`src/core/asbp_pkg.sv`:
```
package asbp_pkg;

    // Register indices (printed offsets are not word aligned: byte address = index * 4)
    localparam logic [15:0] REG_RX_PEEK_IDX  = 16'h7056;
    localparam logic [15:0] REG_RX_DATA_IDX  = 16'h7057;
    localparam logic [15:0] REG_TX_DATA_IDX  = 16'h7059;
    localparam logic [15:0] REG_PIN_CTRL_IDX = 16'h705e;
    localparam logic [15:0] REG_PRIO_IDX     = 16'h705f;
    localparam logic [15:0] REG_STATUS_IDX   = 16'h7060;
    localparam logic [15:0] REG_CONTROL_IDX  = 16'h7061;
    localparam logic [15:0] REG_IRQ_STAT_IDX = 16'h7062;
    localparam logic [15:0] REG_IRQ_MASK_IDX = 16'h7063;

    // Pin control fields
    localparam int PC_TX_IN   = 7;
    localparam int PC_TX_OUT  = 6;
    localparam int PC_TX_FUNC = 5;
    localparam int PC_TX_DIR  = 4;
    localparam int PC_RX_IN   = 3;
    localparam int PC_RX_OUT  = 2;
    localparam int PC_RX_FUNC = 1;
    localparam int PC_RX_DIR  = 0;

    // Priority fields
    localparam int PR_TX_LEVEL = 6;
    localparam int PR_RX_LEVEL = 5;
    localparam int PR_FREEZE   = 4;

    // Status fields
    localparam int ST_RX_READY = 0;
    localparam int ST_TX_READY = 1;
    localparam int ST_WAKEUP   = 2;
    localparam int ST_OVERRUN  = 3;

    // Control fields
    localparam int CT_SOFT_RESET = 0;
    localparam int CT_RX_IRQ_EN  = 1;
    localparam int CT_TX_IRQ_EN  = 2;
    localparam int CT_ADDR_MODE  = 3;
    localparam int CT_IDLE_MODE  = 4;

    // Interrupt status fields
    localparam int IS_RX = 0;
    localparam int IS_TX = 1;

    localparam logic [7:0] RESET_BYTE     = 8'h00;
    localparam logic [7:0] PIN_CTRL_WMASK = 8'h77;
    localparam logic [7:0] PRIO_WMASK     = 8'h70;
    localparam logic [7:0] CONTROL_WMASK  = 8'h1f;

    typedef enum logic [1:0] {
        ASBP_IDLE = 2'b01,
        ASBP_RESP = 2'b10
    } asbp_bus_e;

    // Character handed over by the receive shifter
    typedef struct packed {
        logic       valid;
        logic       addr_bit;
        logic [7:0] data;
    } asbp_rx_char_s;

endpackage

```
`src/core/asbp_core.sv`:
```
// Design decision made here: register access over Avalon-MM.
`timescale 1ns/1ps
module asbp_core
    import asbp_pkg::*;
(
    // Clock and reset
    input  wire logic          i_sys_clk,
    input  wire logic          i_rst_n,
    // Avalon-MM slave
    input  wire logic [17:0]   i_avs_address,
    input  wire logic          i_avs_read,
    input  wire logic          i_avs_write,
    input  wire logic [31:0]   i_avs_writedata,
    output logic [31:0]        o_avs_readdata,
    output logic               o_avs_waitrequest,
    output logic [1:0]         o_avs_response,
    // Receive shifter hand-over and line state
    input  wire asbp_rx_char_s i_rx_char,
    input  wire logic          i_rx_line_idle,
    // Transmit shifter hand-over
    input  wire logic          i_tx_shift_free,
    output logic               o_tx_load,
    output logic [7:0]         o_tx_shift_reg,
    input  wire logic          i_tx_serial,
    // Emulator suspend
    input  wire logic          i_suspend,
    input  wire logic          i_shift_busy,
    output logic               o_freeze,
    // Pins
    input  wire logic          i_tx_pin,
    output logic               o_tx_pin,
    output logic               o_tx_pin_oe,
    input  wire logic          i_rx_pin,
    output logic               o_rx_pin,
    output logic               o_rx_pin_oe,
    output logic               o_rx_serial,
    // Interrupts
    output logic               o_rx_irq,
    output logic               o_tx_irq,
    output logic               o_rx_irq_low_prio,
    output logic               o_tx_irq_low_prio,
    output logic               o_irq
);

    asbp_bus_e   bus_state;
    logic [7:0]  rx_buffer;
    logic        rx_addr_bit;
    logic        rx_char_ready_flag;
    logic        tx_buffer_ready_flag;
    logic        wakeup_detect_flag;
    logic        overrun_flag;
    logic        after_address;
    logic [7:0]  tx_data_buffer;
    logic [7:0]  pin_control;
    logic [7:0]  irq_priority;
    logic [7:0]  control;
    logic [1:0]  irq_status;
    logic [1:0]  irq_mask;
    logic [15:0] req_idx;
    logic        acc_wr;
    logic        acc_rd;
    logic        rd_data_hit;
    logic        soft_rst;
    logic        freeze_now;
    logic        rx_load;
    logic        tx_xfer;
    logic [7:0]  wdata;
    logic [7:0]  next_rdata;
    logic        next_hit;

    // Avalon word address carries the register index directly (byte address / 4)
    assign req_idx  = i_avs_address[15:0];
    assign wdata    = i_avs_writedata[7:0];
    // Side effects land on the answering edge, when the master sees waitrequest low
    assign acc_wr   = i_avs_write && bus_state == ASBP_RESP;
    assign acc_rd   = i_avs_read && bus_state == ASBP_RESP;
    assign soft_rst = control[CT_SOFT_RESET];
    assign freeze_now = i_suspend && (irq_priority[PR_FREEZE] || !i_shift_busy);
    assign rx_load  = i_rx_char.valid && !freeze_now && !soft_rst;
    assign tx_xfer  = !tx_buffer_ready_flag && i_tx_shift_free && !freeze_now && !soft_rst;
    assign rd_data_hit = acc_rd && req_idx == REG_RX_DATA_IDX;

    // One wait cycle per access: request taken in IDLE, answered in RESP
    always_ff @(posedge i_sys_clk or negedge i_rst_n) begin
        if (!i_rst_n) begin
            bus_state         <= ASBP_IDLE;
            o_avs_waitrequest <= 1'b1;
        end else begin
            case (bus_state)
                ASBP_IDLE: begin
                    if (i_avs_read || i_avs_write) begin
                        bus_state         <= ASBP_RESP;
                        o_avs_waitrequest <= 1'b0;
                    end
                end
                ASBP_RESP: begin
                    bus_state         <= ASBP_IDLE;
                    o_avs_waitrequest <= 1'b1;
                end
                default: begin
                    bus_state         <= ASBP_IDLE;
                    o_avs_waitrequest <= 1'b1;
                end
            endcase
        end
    end

    always_comb begin
        next_hit   = 1'b1;
        next_rdata = 8'h00;
        case (req_idx)
            REG_RX_PEEK_IDX: next_rdata = rx_buffer;
            REG_RX_DATA_IDX: next_rdata = rx_buffer;
            REG_TX_DATA_IDX: next_rdata = tx_data_buffer;
            REG_PIN_CTRL_IDX: begin
                next_rdata = pin_control;
                next_rdata[PC_TX_IN] = i_tx_pin;
                next_rdata[PC_RX_IN] = i_rx_pin;
            end
            REG_PRIO_IDX:     next_rdata = irq_priority;
            REG_STATUS_IDX: begin
                next_rdata[ST_RX_READY] = rx_char_ready_flag;
                next_rdata[ST_TX_READY] = tx_buffer_ready_flag;
                next_rdata[ST_WAKEUP]   = wakeup_detect_flag;
                next_rdata[ST_OVERRUN]  = overrun_flag;
            end
            REG_CONTROL_IDX:  next_rdata = control;
            REG_IRQ_STAT_IDX: next_rdata = {6'h00, irq_status};
            REG_IRQ_MASK_IDX: next_rdata = {6'h00, irq_mask};
            default:          next_hit = 1'b0;
        endcase
    end

    always_ff @(posedge i_sys_clk or negedge i_rst_n) begin
        if (!i_rst_n) begin
            o_avs_readdata <= 32'h0000_0000;
            o_avs_response <= 2'h0;
        end else if (bus_state == ASBP_IDLE && (i_avs_read || i_avs_write)) begin
            // Read data captured on the taking edge so it stands when answered
            o_avs_readdata <= i_avs_read ? {24'h000000, next_rdata} : 32'h0000_0000;
            o_avs_response <= next_hit ? 2'h0 : 2'h3;
        end
    end

    // Configuration registers
    always_ff @(posedge i_sys_clk or negedge i_rst_n) begin
        if (!i_rst_n) begin
            pin_control  <= RESET_BYTE;
            irq_priority <= RESET_BYTE;
            control      <= RESET_BYTE;
            irq_mask     <= 2'h0;
        end else if (acc_wr) begin
            if (req_idx == REG_PRIO_IDX)
                irq_priority <= wdata & PRIO_WMASK;
            if (req_idx == REG_PIN_CTRL_IDX)
                pin_control <= wdata & PIN_CTRL_WMASK;
            if (req_idx == REG_CONTROL_IDX)
                control <= wdata & CONTROL_WMASK;
            if (req_idx == REG_IRQ_MASK_IDX)
                irq_mask <= wdata[1:0];
        end
    end

    // Receive buffer and flags
    always_ff @(posedge i_sys_clk or negedge i_rst_n) begin
        if (!i_rst_n) begin
            rx_buffer          <= RESET_BYTE;
            rx_addr_bit        <= 1'b0;
            rx_char_ready_flag <= 1'b0;
            overrun_flag       <= 1'b0;
        end else if (soft_rst) begin
            rx_char_ready_flag <= 1'b0;
            overrun_flag       <= 1'b0;
        end else if (rx_load) begin
            // ready on load; a simultaneous read loses to the load
            rx_buffer          <= i_rx_char.data;
            rx_addr_bit        <= i_rx_char.addr_bit;
            rx_char_ready_flag <= 1'b1;
            if (rx_char_ready_flag && !rd_data_hit)
                overrun_flag <= 1'b1;
        end else if (rd_data_hit) begin
            // only the normal address clears ready
            rx_char_ready_flag <= 1'b0;
        end
    end

    // Wakeup detect
    always_ff @(posedge i_sys_clk or negedge i_rst_n) begin
        if (!i_rst_n) begin
            wakeup_detect_flag <= 1'b0;
            after_address      <= 1'b0;
        end else if (soft_rst) begin
            wakeup_detect_flag <= 1'b0;
            after_address      <= 1'b0;
        end else if (control[CT_ADDR_MODE]) begin
            // track address bit of buffered character
            if (rx_load)
                wakeup_detect_flag <= i_rx_char.addr_bit;
            else if (rd_data_hit)
                wakeup_detect_flag <= 1'b0;
        end else if (control[CT_IDLE_MODE]) begin
            // idle line sets, set wins over clears
            if (i_rx_line_idle && !freeze_now) begin
                wakeup_detect_flag <= 1'b1;
                after_address      <= 1'b1;
            end else if (rx_load && after_address) begin
                // first byte after the idle line clears
                after_address <= 1'b0;
                wakeup_detect_flag <= 1'b0;
            end else if (rd_data_hit) begin
                wakeup_detect_flag <= 1'b0;
            end
        end else if (rd_data_hit) begin
            wakeup_detect_flag <= 1'b0;
        end
    end

    // Transmit buffer and hand-off
    always_ff @(posedge i_sys_clk or negedge i_rst_n) begin
        if (!i_rst_n) begin
            tx_data_buffer       <= RESET_BYTE;
            tx_buffer_ready_flag <= 1'b1;
            o_tx_load            <= 1'b0;
            o_tx_shift_reg       <= RESET_BYTE;
        end else begin
            o_tx_load <= tx_xfer;
            if (soft_rst) begin
                tx_buffer_ready_flag <= 1'b1;
            end else if (acc_wr && req_idx == REG_TX_DATA_IDX) begin
                // full byte stored; all eight bits go to the shifter
                tx_data_buffer       <= wdata;
                tx_buffer_ready_flag <= 1'b0;
            end else if (tx_xfer) begin
                o_tx_shift_reg       <= tx_data_buffer;
                tx_buffer_ready_flag <= 1'b1;
            end
        end
    end

    // Interrupt requests and sticky status
    always_ff @(posedge i_sys_clk or negedge i_rst_n) begin
        if (!i_rst_n) begin
            o_rx_irq   <= 1'b0;
            o_tx_irq   <= 1'b0;
            irq_status <= 2'h0;
        end else begin
            o_rx_irq <= rx_load && control[CT_RX_IRQ_EN];
            o_tx_irq <= tx_xfer && control[CT_TX_IRQ_EN];
            for (int i = 0; i < 2; i++) begin
                if ((i == IS_RX) ? (rx_load && control[CT_RX_IRQ_EN])
                                 : (tx_xfer && control[CT_TX_IRQ_EN]))
                    irq_status[i] <= 1'b1;
                else if (acc_wr && req_idx == REG_IRQ_STAT_IDX && wdata[i])
                    irq_status[i] <= 1'b0;
            end
        end
    end

    always_ff @(posedge i_sys_clk or negedge i_rst_n) begin
        if (!i_rst_n) begin
            o_irq             <= 1'b0;
            o_rx_irq_low_prio <= 1'b0;
            o_tx_irq_low_prio <= 1'b0;
            o_freeze          <= 1'b0;
        end else begin
            o_irq <= |(irq_status & irq_mask);
            o_tx_irq_low_prio <= irq_priority[PR_TX_LEVEL];
            o_rx_irq_low_prio <= irq_priority[PR_RX_LEVEL];
            o_freeze <= freeze_now;
        end
    end

    // Pin multiplexing
    always_ff @(posedge i_sys_clk or negedge i_rst_n) begin
        if (!i_rst_n) begin
            o_tx_pin    <= 1'b0;
            o_tx_pin_oe <= 1'b0;
            o_rx_pin    <= 1'b0;
            o_rx_pin_oe <= 1'b0;
            o_rx_serial <= 1'b1;
        end else begin
            if (pin_control[PC_TX_FUNC]) begin
                o_tx_pin    <= i_tx_serial;
                o_tx_pin_oe <= 1'b1;
            end else begin
                o_tx_pin    <= pin_control[PC_TX_OUT];
                o_tx_pin_oe <= pin_control[PC_TX_DIR];
            end
            o_rx_pin    <= pin_control[PC_RX_OUT];
            o_rx_pin_oe <= !pin_control[PC_RX_FUNC] && pin_control[PC_RX_DIR];
            o_rx_serial <= pin_control[PC_RX_FUNC] ? i_rx_pin : 1'b1;
        end
    end

endmodule

```
`config.mk`:
```
export PLATFORM = sky130hd
export DESIGN_NAME = asbp_core
export DESIGN_NICKNAME = d
export VERILOG_FILES = /design/src/core/asbp_pkg.sv /design/src/core/asbp_core.sv
export SDC_FILE = /design/constraint.sdc
export NUM_CORES = 1
export LEC_CHECK = 0
export BUFFER_PORTS_ARGS = -buffer_cell sky130_fd_sc_hd__clkbuf_2
export CORE_ASPECT_RATIO = 1.5
export CORE_UTILIZATION = 40
export DETAILED_ROUTE_END_ITERATION = 6
export GPL_ROUTABILITY_DRIVEN = 0
export PLACE_DENSITY = 0.64
export SLEW_MARGIN = 30
export SYNTH_ARGS = -nofsm -noshare
export SYNTH_HDL_FRONTEND = slang
export SYNTH_SLANG_ARGS = --single-unit
```
`constraint.sdc`:
```
create_clock -name i_sys_clk -period 2.4 [get_ports i_sys_clk]
set_input_delay 0.24 -clock i_sys_clk [delete_from_list [all_inputs] [get_ports i_sys_clk]]
set_output_delay 0.24 -clock i_sys_clk [all_outputs]
set_load 0.02 [all_outputs]
```
Yosys cells after proc, flatten, opt, wreduce, memory -nomap -nowiden:

Index checks and enable logic that the tools add are counted.

* output and inout port bits: 55
* flip-flop bits (word level): 96
* word-level logic and storage cells: 131
* bits of input ports: 71

* eq/ne operators: 13
* muxes and demuxes: 37
* bitwise gates (word level): 3
* reductions and logical operators: 48

Operators with widths (number)
* 16-bit by 15-bit equality test with 1-bit output (second input constant): 9
* 1-bit 2-to-1 mux: 31
* 4-bit case mux with 7 select lines: 1
* 1-bit logical AND: 20
* 4-bit case mux with 5 select lines: 1
* 2-bit AND reduction: 7
* 2-bit nonzero test: 5
* 3-bit nonzero test: 3
* 9-bit OR reduction: 1
* 8-bit 2-to-1 mux: 1
* 1-bit logical NOT: 6
* 2-bit 2-to-1 mux: 3
* 3-bit AND reduction: 2
* 2-bit inequality test (second input constant): 2
* 2-bit OR reduction: 2
* 2-bit bitwise AND: 1
* 2-bit by 1-bit equality test with 1-bit output (second input constant): 1
* 2-bit equality test (second input constant): 1
* 1-bit logical OR: 2
* 1-bit NOT: 2

Longest topological paths before layout:

Gate-level depths: netlist of the first run.

* word-level depth: 12
* depth in mapped cells: 7
* depth with buffers taken out: 5

Least setup slack after synthesis of the first run:

No wires, ideal clock.

* kind: in2reg
* start: input port i_avs_address[9]
* end: register o_tx_shift_reg[0]
* arrival: 2072 ps
* path buffers: 1
* data required time: 2275 ps
* library setup time: 125 ps
* stages: 6
* setup slack: 203 ps
* cell sequence: or4_4 > or4_4 > buf_6 > nor3_4 > a21boi_4 > mux2_4

* longest elaborated chain between the ends: 4

RTL lines
* start: declaration: line asbp_core.sv:10 `input wire logic [17:0] i_avs_address,`
* 16-bit by 15-bit equality test with 1-bit output: line asbp_core.sv:229 `end else if (acc_wr && req_idx == REG_TX_DATA_IDX) begin`
* 1-bit logical AND: line asbp_core.sv:229
* 1-bit NOT (no line)
* 3-bit AND reduction (no line)
* end signal: assignment: line asbp_core.sv:234 `o_tx_shift_reg <= tx_data_buffer;`
* end: declaration: line asbp_core.sv:23 `output logic [7:0] o_tx_shift_reg,`

Every way passes these cells.
A chain may end at the register's enable or synchronous reset.

Final worst setup path of the first run:

* start: input port i_avs_address[9]
* end: register o_tx_shift_reg[6]

Same word-level chain as after synthesis.

==> results of run 1 <==
-- per-stage QoR --
stage               worst slack, ps  power, mW
floorplan                       203       1.51
global placement                107       1.60
CTS                             437       3.04
finish                          442       3.02
detailed placement             99.9       1.61
global route                    387       3.11
-- layout make-up --
type                            instances  area share
Clock inverter                          5      0.0199
Tap cell                              105      0.0317
Sequential cell                        70       0.424
Clock buffer                           11      0.0586
Timing Repair Buffer                   85       0.112
Inverter                                6     0.00544
Multi-Input combinational cell        197       0.348
-- Yosys cell counts (all sizes together), types with 2 or more instances --
master   n
o32ai    3
nand4b   3
nand2   25
a21oi    9
dfstp    3
nand2b   5
nor2b    7
a221oi   2
dfrtp   67
nand3b   2
inv      6
mux4     2
clkbuf   5
o22ai    2
and2     5
nor3b    2
a22o     2
a21o     2
a22oi   13
nor2     7
nor4     3
mux2i    3
o21ai   10
mux2    40
or4      2
nand3    6
nand4    4
nor3     4
buf     28
-- worst max-delay path, cell delays in order --
cell      delay, ps
clkbuf_2         90
or4_4           530
or4_4           560
nor3_4          250
a21boi_4        160
mux2_4          330
-- logic make-up after synthesis --
kind of cell           Yosys count
AO/OA/AOI/OAI                   47
buffers and inverters           39
flip-flops                      70
multiplexers                    45
other                            1
AND/OR/NAND/NOR                 81
-- repair_timing --
action / 4_1_cts / 5_1_grt
setup buffers: 0 / 0
gates resized for setup: 0 / 0
endpoints found under the hold margin: 67 / 0
hold buffers: 1 / 0
-- power groups by stage --
stage	sequential (mW)	combinational, mW	clock [mW]
after floorplan	1.30	0.213	0
after global placement	1.28	0.320	0
after detailed placement	1.28	0.325	0
after CTS	1.26	0.328	1.45
after global routing	1.27	0.357	1.49
final	1.26	0.327	1.43
-- final timing paths --
| path | start | to | depth (start not counted) |
|---|---|---|---|
| setup reg to reg | irq_priority[4]$_DFFE_PN0P_ | o_tx_shift_reg[6]$_DFFE_PN0P_ | 5 |
| setup / recovery | i_avs_address[9] | o_tx_shift_reg[6]$_DFFE_PN0P_ | 6 |
| max in group asynchronous | i_rst_n | tx_buffer_ready_flag$_DFFE_PN1P_ | 3 |
| hold reg to reg | irq_priority[6]$_DFFE_PN0P_ | o_tx_irq_low_prio$_DFF_PN0_ | 0 |
| hold / removal | i_tx_shift_free | tx_buffer_ready_flag$_DFFE_PN1P_ | 3 |
| min in group asynchronous | i_rst_n | o_rx_irq_low_prio$_DFF_PN0_ | 3 |
-- layer usage --
layer  share of wire  vias to the layer above
met4           0.018                        0
li1                -                     1152
met1            0.41                     1197
met2            0.52                       79
met5               0                        -
met3           0.044                       13
==> flow_metrics.tcl, run 1 <==
set metrics [dict create \
    outcome "completed" \
    reg2reg_slack_ps 490 \
    arrival_ps 2170 \
    synthCells 283 \
    cts.path.max_buffers 2 \
    register_area_sq_um 1760 \
    fin_crit_ps 1960 \
    slew_headroom 0.567 \
    wl_microns 7650 \
    max_freq_mhz 511 \
    synth_top_family_by_area "multiplexers" \
    synthTopCellsByArea "dfrtp_1 (50%), mux2_2 (11%), buf_4 (5.6%)" \
    final_cells 479 \
    synth.area.mux_share 0.166 \
    cts_tree "built" \
    powerDensity_nw_per_um2 728 \
    synthFlopType "dfrtp_1" \
    dp_hpwl_microns 5680 \
    grt_use_total 0.185 \
    whs_ps 115 \
    critPathLaunchType "primary input" \
    maxCapViolCount 0 \
    drc 0 \
    cp-end-kind "flip-flop" \
    fin_skew_ps 6.30 \
    antenna_found_initial 0 \
    hp-class "in2reg" \
    antenna_left 0 \
    netSwitchingPower_mw 0.736 \
    grt_first_pass_wirelength_microns 12300 \
    area_delta_synth_final_pct 23.4 \
    vias 2441 \
    crit_fanout 8 \
    synth-edff-count 0 \
    switching_share 0.244 \
    vdd_drop_max_mv 0.414 \
    syn_area_per_cell_sq_um 11.9 \
    synthDistinctLibCells 47 \
    layout_common_cells "clkbuf_2 (74), dfrtp_1 (67), mux2_2 (32)" \
    io-pin-count 126 \
    grt_max_degree 71 \
    tightest_slew_ps 649 \
    fin_crit_sh 0.816 \
    start_util 0.416 \
    grt_pass1_vias 2436 \
    top_usage_layer "met2" \
    drv_slew 0 \
    cts_htree_levels 3 \
    numClockSinks 70 \
    grt_use_met2 0.329 \
    die_x_microns 76.8 \
    viasPerCell 5.10 \
    rsz0062_at_grt "false" \
    fillerInstances 736 \
    port_buffers 75 \
    synth_area_sq_um 3360 \
    grt_use_met1 0.211 \
    grtUsageMet3 0.0438 \
    final_nets 440 \
    final_util 0.514 \
    clk_transition_reported_paths_ps 60 \
    drt-initial-drc-count 110 \
    synthXorXnorAreaFrac 0 \
    setup_viol 0 \
    setup_tns_ps 0 \
    postLayoutCellArea_sq_um 4140 \
    placed_cells 462 \
    seq_area_frac_synth 0.523 \
    cp_data_required_time_ps 2610 \
    critPathKind "in2reg" \
    cts-root-buf "clkbuf_16" \
    place_area_sq_um 3800 \
    hold_viol 0 \
    yosys_register_bits 70 \
    rows 40 \
    multi_input_area_sq_um 1440 \
    cts-buffers-inserted 9 \
    synth_top_cell_by_area "dfrtp_1" \
    comb_power_share 0.108 \
    yosys.area.top_type_share 0.500 \
    wire_per_inst_microns 16.0 \
    grt_overflow 0 \
    p_clk_frac 0.473 \
    power.internal_mw 2.28 \
    yosys.area_share.adder 0 \
    final_layout_size_suffix_gt1_frac 0.404 \
    first_pass_iters 4 \
    synthArstFlopShare 1.00 \
    p_seq_frac 0.419 \
    diodes 0 \
    die_h_microns 114 \
    layout.cells.most_common "clkbuf_2" \
    synth_compound_area_frac 0.0969 \
    core_sq_um 8060 \
    dieArea_sq_um 8770 \
    p_leak_nw 2.04 \
    synth_warnings 0 \
    clkLatencyLatePin_ps 330 \
    synthSimpleGateAreaFrac 0.139 \
]
(Power assumes the default switching activity.)
==> inputs of run 2 (changes only) <==
clock period = 1.9 ns   (was 2.4 ns; I/O delays follow)
==> flow_metrics.tcl, run 2 (synthesis gave the netlist of run 1 again) <==
set metrics [dict create \
    rows 40 \
    fillerInstances 714 \
    numClockSinks 70 \
    cts.path.max_buffers 2 \
    start_util 0.416 \
    hp-class "in2reg" \
    clkLatencyLatePin_ps 330 \
    viasPerCell 5.06 \
    netSwitchingPower_mw 0.925 \
    path_cells "clkbuf_2 > or4_4 > or4_4 > nor3_4 > a21boi_4 > mux2_4" \
    final_nets 457 \
    p_leak_nw 2.11 \
    area_delta_synth_final_pct 26.5 \
    antenna_left 0 \
    cts-buffers-inserted 9 \
    io-pin-count 126 \
    critPathKind "in2reg" \
    grt_overflow 0 \
    clk_transition_reported_paths_ps 50 \
    slowest_stage "or4_4" \
    diodes 0 \
    port_buffers 75 \
    core_sq_um 8060 \
    placed_cells 479 \
    final_cells 496 \
    cts-root-buf "clkbuf_16" \
    fin_crit_sh 0.953 \
    arrival_ps 2030 \
    wl_microns 7860 \
    switching_share 0.251 \
    critPathLaunchType "primary input" \
    die_x_microns 76.8 \
    vdd_drop_max_mv 0.545 \
    cts_tree "built" \
    cpMostUsedCell "or4_4" \
    layout.cells.most_common "clkbuf_2" \
    comb_power_share 0.116 \
    powerDensity_nw_per_um2 867 \
    hold_viol 0 \
    slew_headroom 0.664 \
    setup_viol 0 \
    setup_tns_ps 0 \
    cts_htree_levels 3 \
    postLayoutCellArea_sq_um 4250 \
    grt_max_degree 42 \
    crit_fanout 8 \
    dieArea_sq_um 8770 \
    maxCapViolCount 0 \
    critPathMaxStageDelay_ps 530 \
    finalPower_mw 3.68 \
    cp_data_required_time_ps 2120 \
    vias 2512 \
    drc 0 \
    grt_use_total 0.195 \
    drv_slew 0 \
    grt_pass1_vias 2528 \
    p_clk_frac 0.450 \
    outcome "completed" \
    place_area_sq_um 3940 \
    wire_per_inst_microns 15.8 \
    first_pass_iters 4 \
    register_area_sq_um 1760 \
    fin_skew_ps 5.15 \
    p_seq_frac 0.434 \
    drt-initial-drc-count 82 \
    die_h_microns 114 \
    layout_common_cells "clkbuf_2 (74), dfrtp_1 (67), mux2_2 (32)" \
    tightest_slew_ps 498 \
    rsz0062_at_grt "false" \
    max_freq_mhz 552 \
    grt_first_pass_wirelength_microns 12800 \
    power.internal_mw 2.76 \
    dp_hpwl_microns 6120 \
    cp-end-kind "flip-flop" \
    fin_crit_ps 1810 \
    final_layout_size_suffix_gt1_frac 0.430 \
    antenna_found_initial 0 \
    multi_input_area_sq_um 1440 \
]
[run 2: cell count changes in the layout (fill, tap and decap cells not counted)]
cell,delta
o21ai_2,-1
nor3_1,-1
bufinv_16,-1
buf_4,+17
clkinv_4,-1
o21ai_1,+1
nor3_2,+1
clkinvlp_4,+2
[run 2: worst max-delay path, delay by kind of cell]
family | cells | cell delay, ps
AOI/OAI and AO/OA | 1 | 160
buffers and inverters | 1 | 90
muxes | 1 | 330
and+or+nand+nor | 3 | 1260
[run 2: through the flow]
step	utilization	setup WS, ps	hold WS (ps)
after floorplan	-	-196	-106
after global placement	0.488	-225	28.3
after detailed placement	0.488	-249	32.4
after CTS	0.527	65.4	52.3
after global routing	0.527	21.9	70.6
final	0.527	89.8	58.9
[run 2: power by group through the flow]
| stage | sequential, mW | combinational, mW | clock, mW |
|---|---|---|---|
| global placement | 1.62 | 0.423 | 0 |
| CTS | 1.60 | 0.434 | 1.69 |
| detailed placement | 1.62 | 0.429 | 0 |
| finish | 1.60 | 0.428 | 1.66 |
| floorplan | 1.64 | 0.270 | 0 |
| global route | 1.61 | 0.472 | 1.76 |
[run 2: layout make-up]
| cell class | instances | area share |
|---|---|---|
| Clock buffer | 11 | 0.0572 |
| Inverter | 6 | 0.00530 |
| Timing Repair Buffer | 102 | 0.140 |
| Tap cell | 105 | 0.0309 |
| Multi-Input combinational cell | 197 | 0.340 |
| Sequential cell | 70 | 0.413 |
| Clock inverter | 5 | 0.0138 |
[run 2: routing by layer]
metal  track usage  up-vias  routed length (microns)
li1              -     1187                        -
met1         0.223     1239                     3180
met2         0.338       71                     4090
met3        0.0438       15                      353
met4         0.108        0                      230
met5             0        -                        0
[run 2: path summary, 6_finish.rpt]
kind	cells past startpoint	slack [ps]	end	start
worst min-delay path	3	60	tx_buffer_ready_flag$_DFFE_PN1P_	i_tx_shift_free
worst max-delay path	6	90	o_tx_shift_reg[3]$_DFFE_PN0P_	i_avs_address[9]
worst min register to register	0	410	o_rx_irq_low_prio$_DFF_PN0_	irq_priority[5]$_DFFE_PN0P_
max in group asynchronous	3	950	tx_buffer_ready_flag$_DFFE_PN1P_	i_rst_n
min in group asynchronous	2	220	o_rx_irq$_DFF_PN0_	i_rst_n
worst max register to register	5	90	o_tx_shift_reg[3]$_DFFE_PN0P_	irq_priority[4]$_DFFE_PN0P_
[run 2: timing repair]
item | 4_1_cts | 5_1_grt
endpoints found under the hold margin | 11 | 0
hold buffers | 1 | 0
buffers inserted | 0 | 0
resized for setup | 0 | 0
==> inputs of run 3 (changes only) <==
CORE_MARGIN = 10   (was unset)
CORE_UTILIZATION = 49   (was 40)
HOLD_SLACK_MARGIN = 0.08   (was unset)
PLACE_DENSITY = 0.77   (was 0.64)
==> flow_metrics.tcl, run 3 (synthesis gave the netlist of run 1 again) <==
set metrics [dict create \
    numClockSinks 70 \
    die_h_microns 121 \
    cpMostUsedCell "or4_4" \
    setup_viol 0 \
    grt_pass1_vias 2664 \
    critPathLaunchType "primary input" \
    multi_input_area_sq_um 1440 \
    hold_viol 0 \
    placed_cells 448 \
    grt_overflow 0 \
    register_area_sq_um 1760 \
    cts-root-buf "clkbuf_8" \
    critPathKind "in2reg" \
    hp-class "in2reg" \
    p_seq_frac 0.438 \
    cp_top_family "simple AND/OR/NAND/NOR gates" \
    grt_first_pass_wirelength_microns 13400 \
    slowest_stage "or4_4" \
    fin_skew_ps 11.9 \
    cts-resized-gates 0 \
    clkLatencyLatePin_ps 350 \
    start_util 0.510 \
    first_pass_iters 4 \
    cts_tree "built" \
    clk_transition_reported_paths_ps 70 \
    final_layout_size_suffix_gt1_frac 0.420 \
    fin_crit_ps 1800 \
    p_clk_frac 0.439 \
    power.internal_mw 2.76 \
    postCtsSetupBuffers 0 \
    drv_slew 0 \
    final_nets 464 \
    final_cells 474 \
    maxCapViolCount 0 \
    netSwitchingPower_mw 0.884 \
    arrival_ps 2020 \
    max_freq_mhz 555 \
    die_x_microns 87.6 \
    wire_per_inst_microns 18.0 \
    antenna_left 0 \
    critPathMaxStageDelay_ps 530 \
    cts.path.max_buffers 2 \
    area_delta_synth_final_pct 26.8 \
    wl_microns 8550 \
    io-pin-count 126 \
    cts-buffers-inserted 9 \
    dp_hpwl_microns 6710 \
    outcome "completed" \
    drt-initial-drc-count 164 \
    vias 2539 \
    vdd_drop_max_mv 0.827 \
    powerDensity_nw_per_um2 856 \
    core_sq_um 6580 \
    port_buffers 75 \
    crit_fanout 8 \
    fillerInstances 518 \
    cp-end-kind "flip-flop" \
    grt_max_degree 71 \
    layout_common_cells "clkbuf_2 (74), dfrtp_1 (67), mux2_2 (32)" \
    grt_use_total 0.162 \
    dieArea_sq_um 10600 \
    p_leak_nw 2.13 \
    comb_power_share 0.122 \
    switching_share 0.243 \
    place_area_sq_um 3880 \
    fin_crit_sh 0.948 \
    cts_htree_levels 3 \
    postLayoutCellArea_sq_um 4250 \
    viasPerCell 5.36 \
    rsz0062_at_grt "false" \
    crit_buf_inv 1 \
    rows 36 \
    drc 0 \
    antenna_found_initial 0 \
    layout.cells.most_common "clkbuf_2" \
    cp_data_required_time_ps 2120 \
    path_cells "clkbuf_2 > or4_4 > or4_4 > nor3_4 > a21boi_4 > mux2_4" \
    diodes 0 \
]
run 3: cell types whose count changed in the layout (fill, tap and decap cells not counted), moves of 2 or more:
cell           delta
clkbuf_16         -9
bufinv_16         +3
buf_4             -2
clkbuf_8          +9
dlygate4sd3_1     +9
run 3: final timing paths:
path                                                   from                       endpoint  slack [ps]  cells past startpoint
worst max register to register  irq_priority[4]$_DFFE_PN0P_  o_tx_shift_reg[1]$_DFFE_PN0P_         120                      5
max in group asynchronous                           i_rst_n       bus_state[0]$_DFFE_PN1P_        1140                      3
worst max-delay path                       i_avs_address[9]  o_tx_shift_reg[1]$_DFFE_PN0P_         100                      6
worst min-delay path                     i_avs_writedata[7]  tx_data_buffer[7]$_DFFE_PN0P_          90                      2
min in group asynchronous                           i_rst_n    irq_priority[5]$_DFFE_PN0P_         400                      3
worst min register to register  irq_priority[5]$_DFFE_PN0P_    o_rx_irq_low_prio$_DFF_PN0_         410                      0
run 3: power by group through the flow:
stage / clock network [mW] / registers, mW / logic (mW)
after floorplan: 0 / 1.64 / 0.270
after global placement: 0 / 1.62 / 0.423
after detailed placement: 0 / 1.62 / 0.428
after CTS: 1.61 / 1.60 / 0.446
after global routing: 1.68 / 1.61 / 0.489
final: 1.60 / 1.60 / 0.445
run 3: repair_timing:
item | in CTS | in global routing
setup endpoints to repair | 0 | 0
hold endpoints to repair | 76 | 0
hold buffers | 10 | 0
run 3: cell type report:
cell class              count  area share
flip-flops and latches     70       0.413
multi-input cells         197       0.339
clock inverters             6      0.0312
repair buffers            109       0.157
clock buffers              10      0.0324
inverters                   6     0.00529
well taps                  76      0.0224
run 3: metrics by stage:
step	TNS, ps	worst slack, ps	power (mW)	util	hold WS [ps]
after floorplan	-1560	-196	1.91	-	-106
after global placement	-2900	-209	2.04	0.591	235
after detailed placement	-4050	-250	2.05	0.591	241
after CTS	0	75.9	3.66	0.647	82.1
after global routing	0	30.7	3.78	0.647	81.0
final	0	99.2	3.64	0.647	85.9
run 3: routing by layer:
| layer | GRT usage | vias to the layer above | wire (microns) |
|---|---|---|---|
| met4 | 0.0590 | 0 | 142 |
| met2 | 0.282 | 76 | 4600 |
| li1 | - | 1197 | - |
| met3 | 0.0484 | 16 | 564 |
| met1 | 0.180 | 1250 | 3240 |
| met5 | 0 | - | 0 |
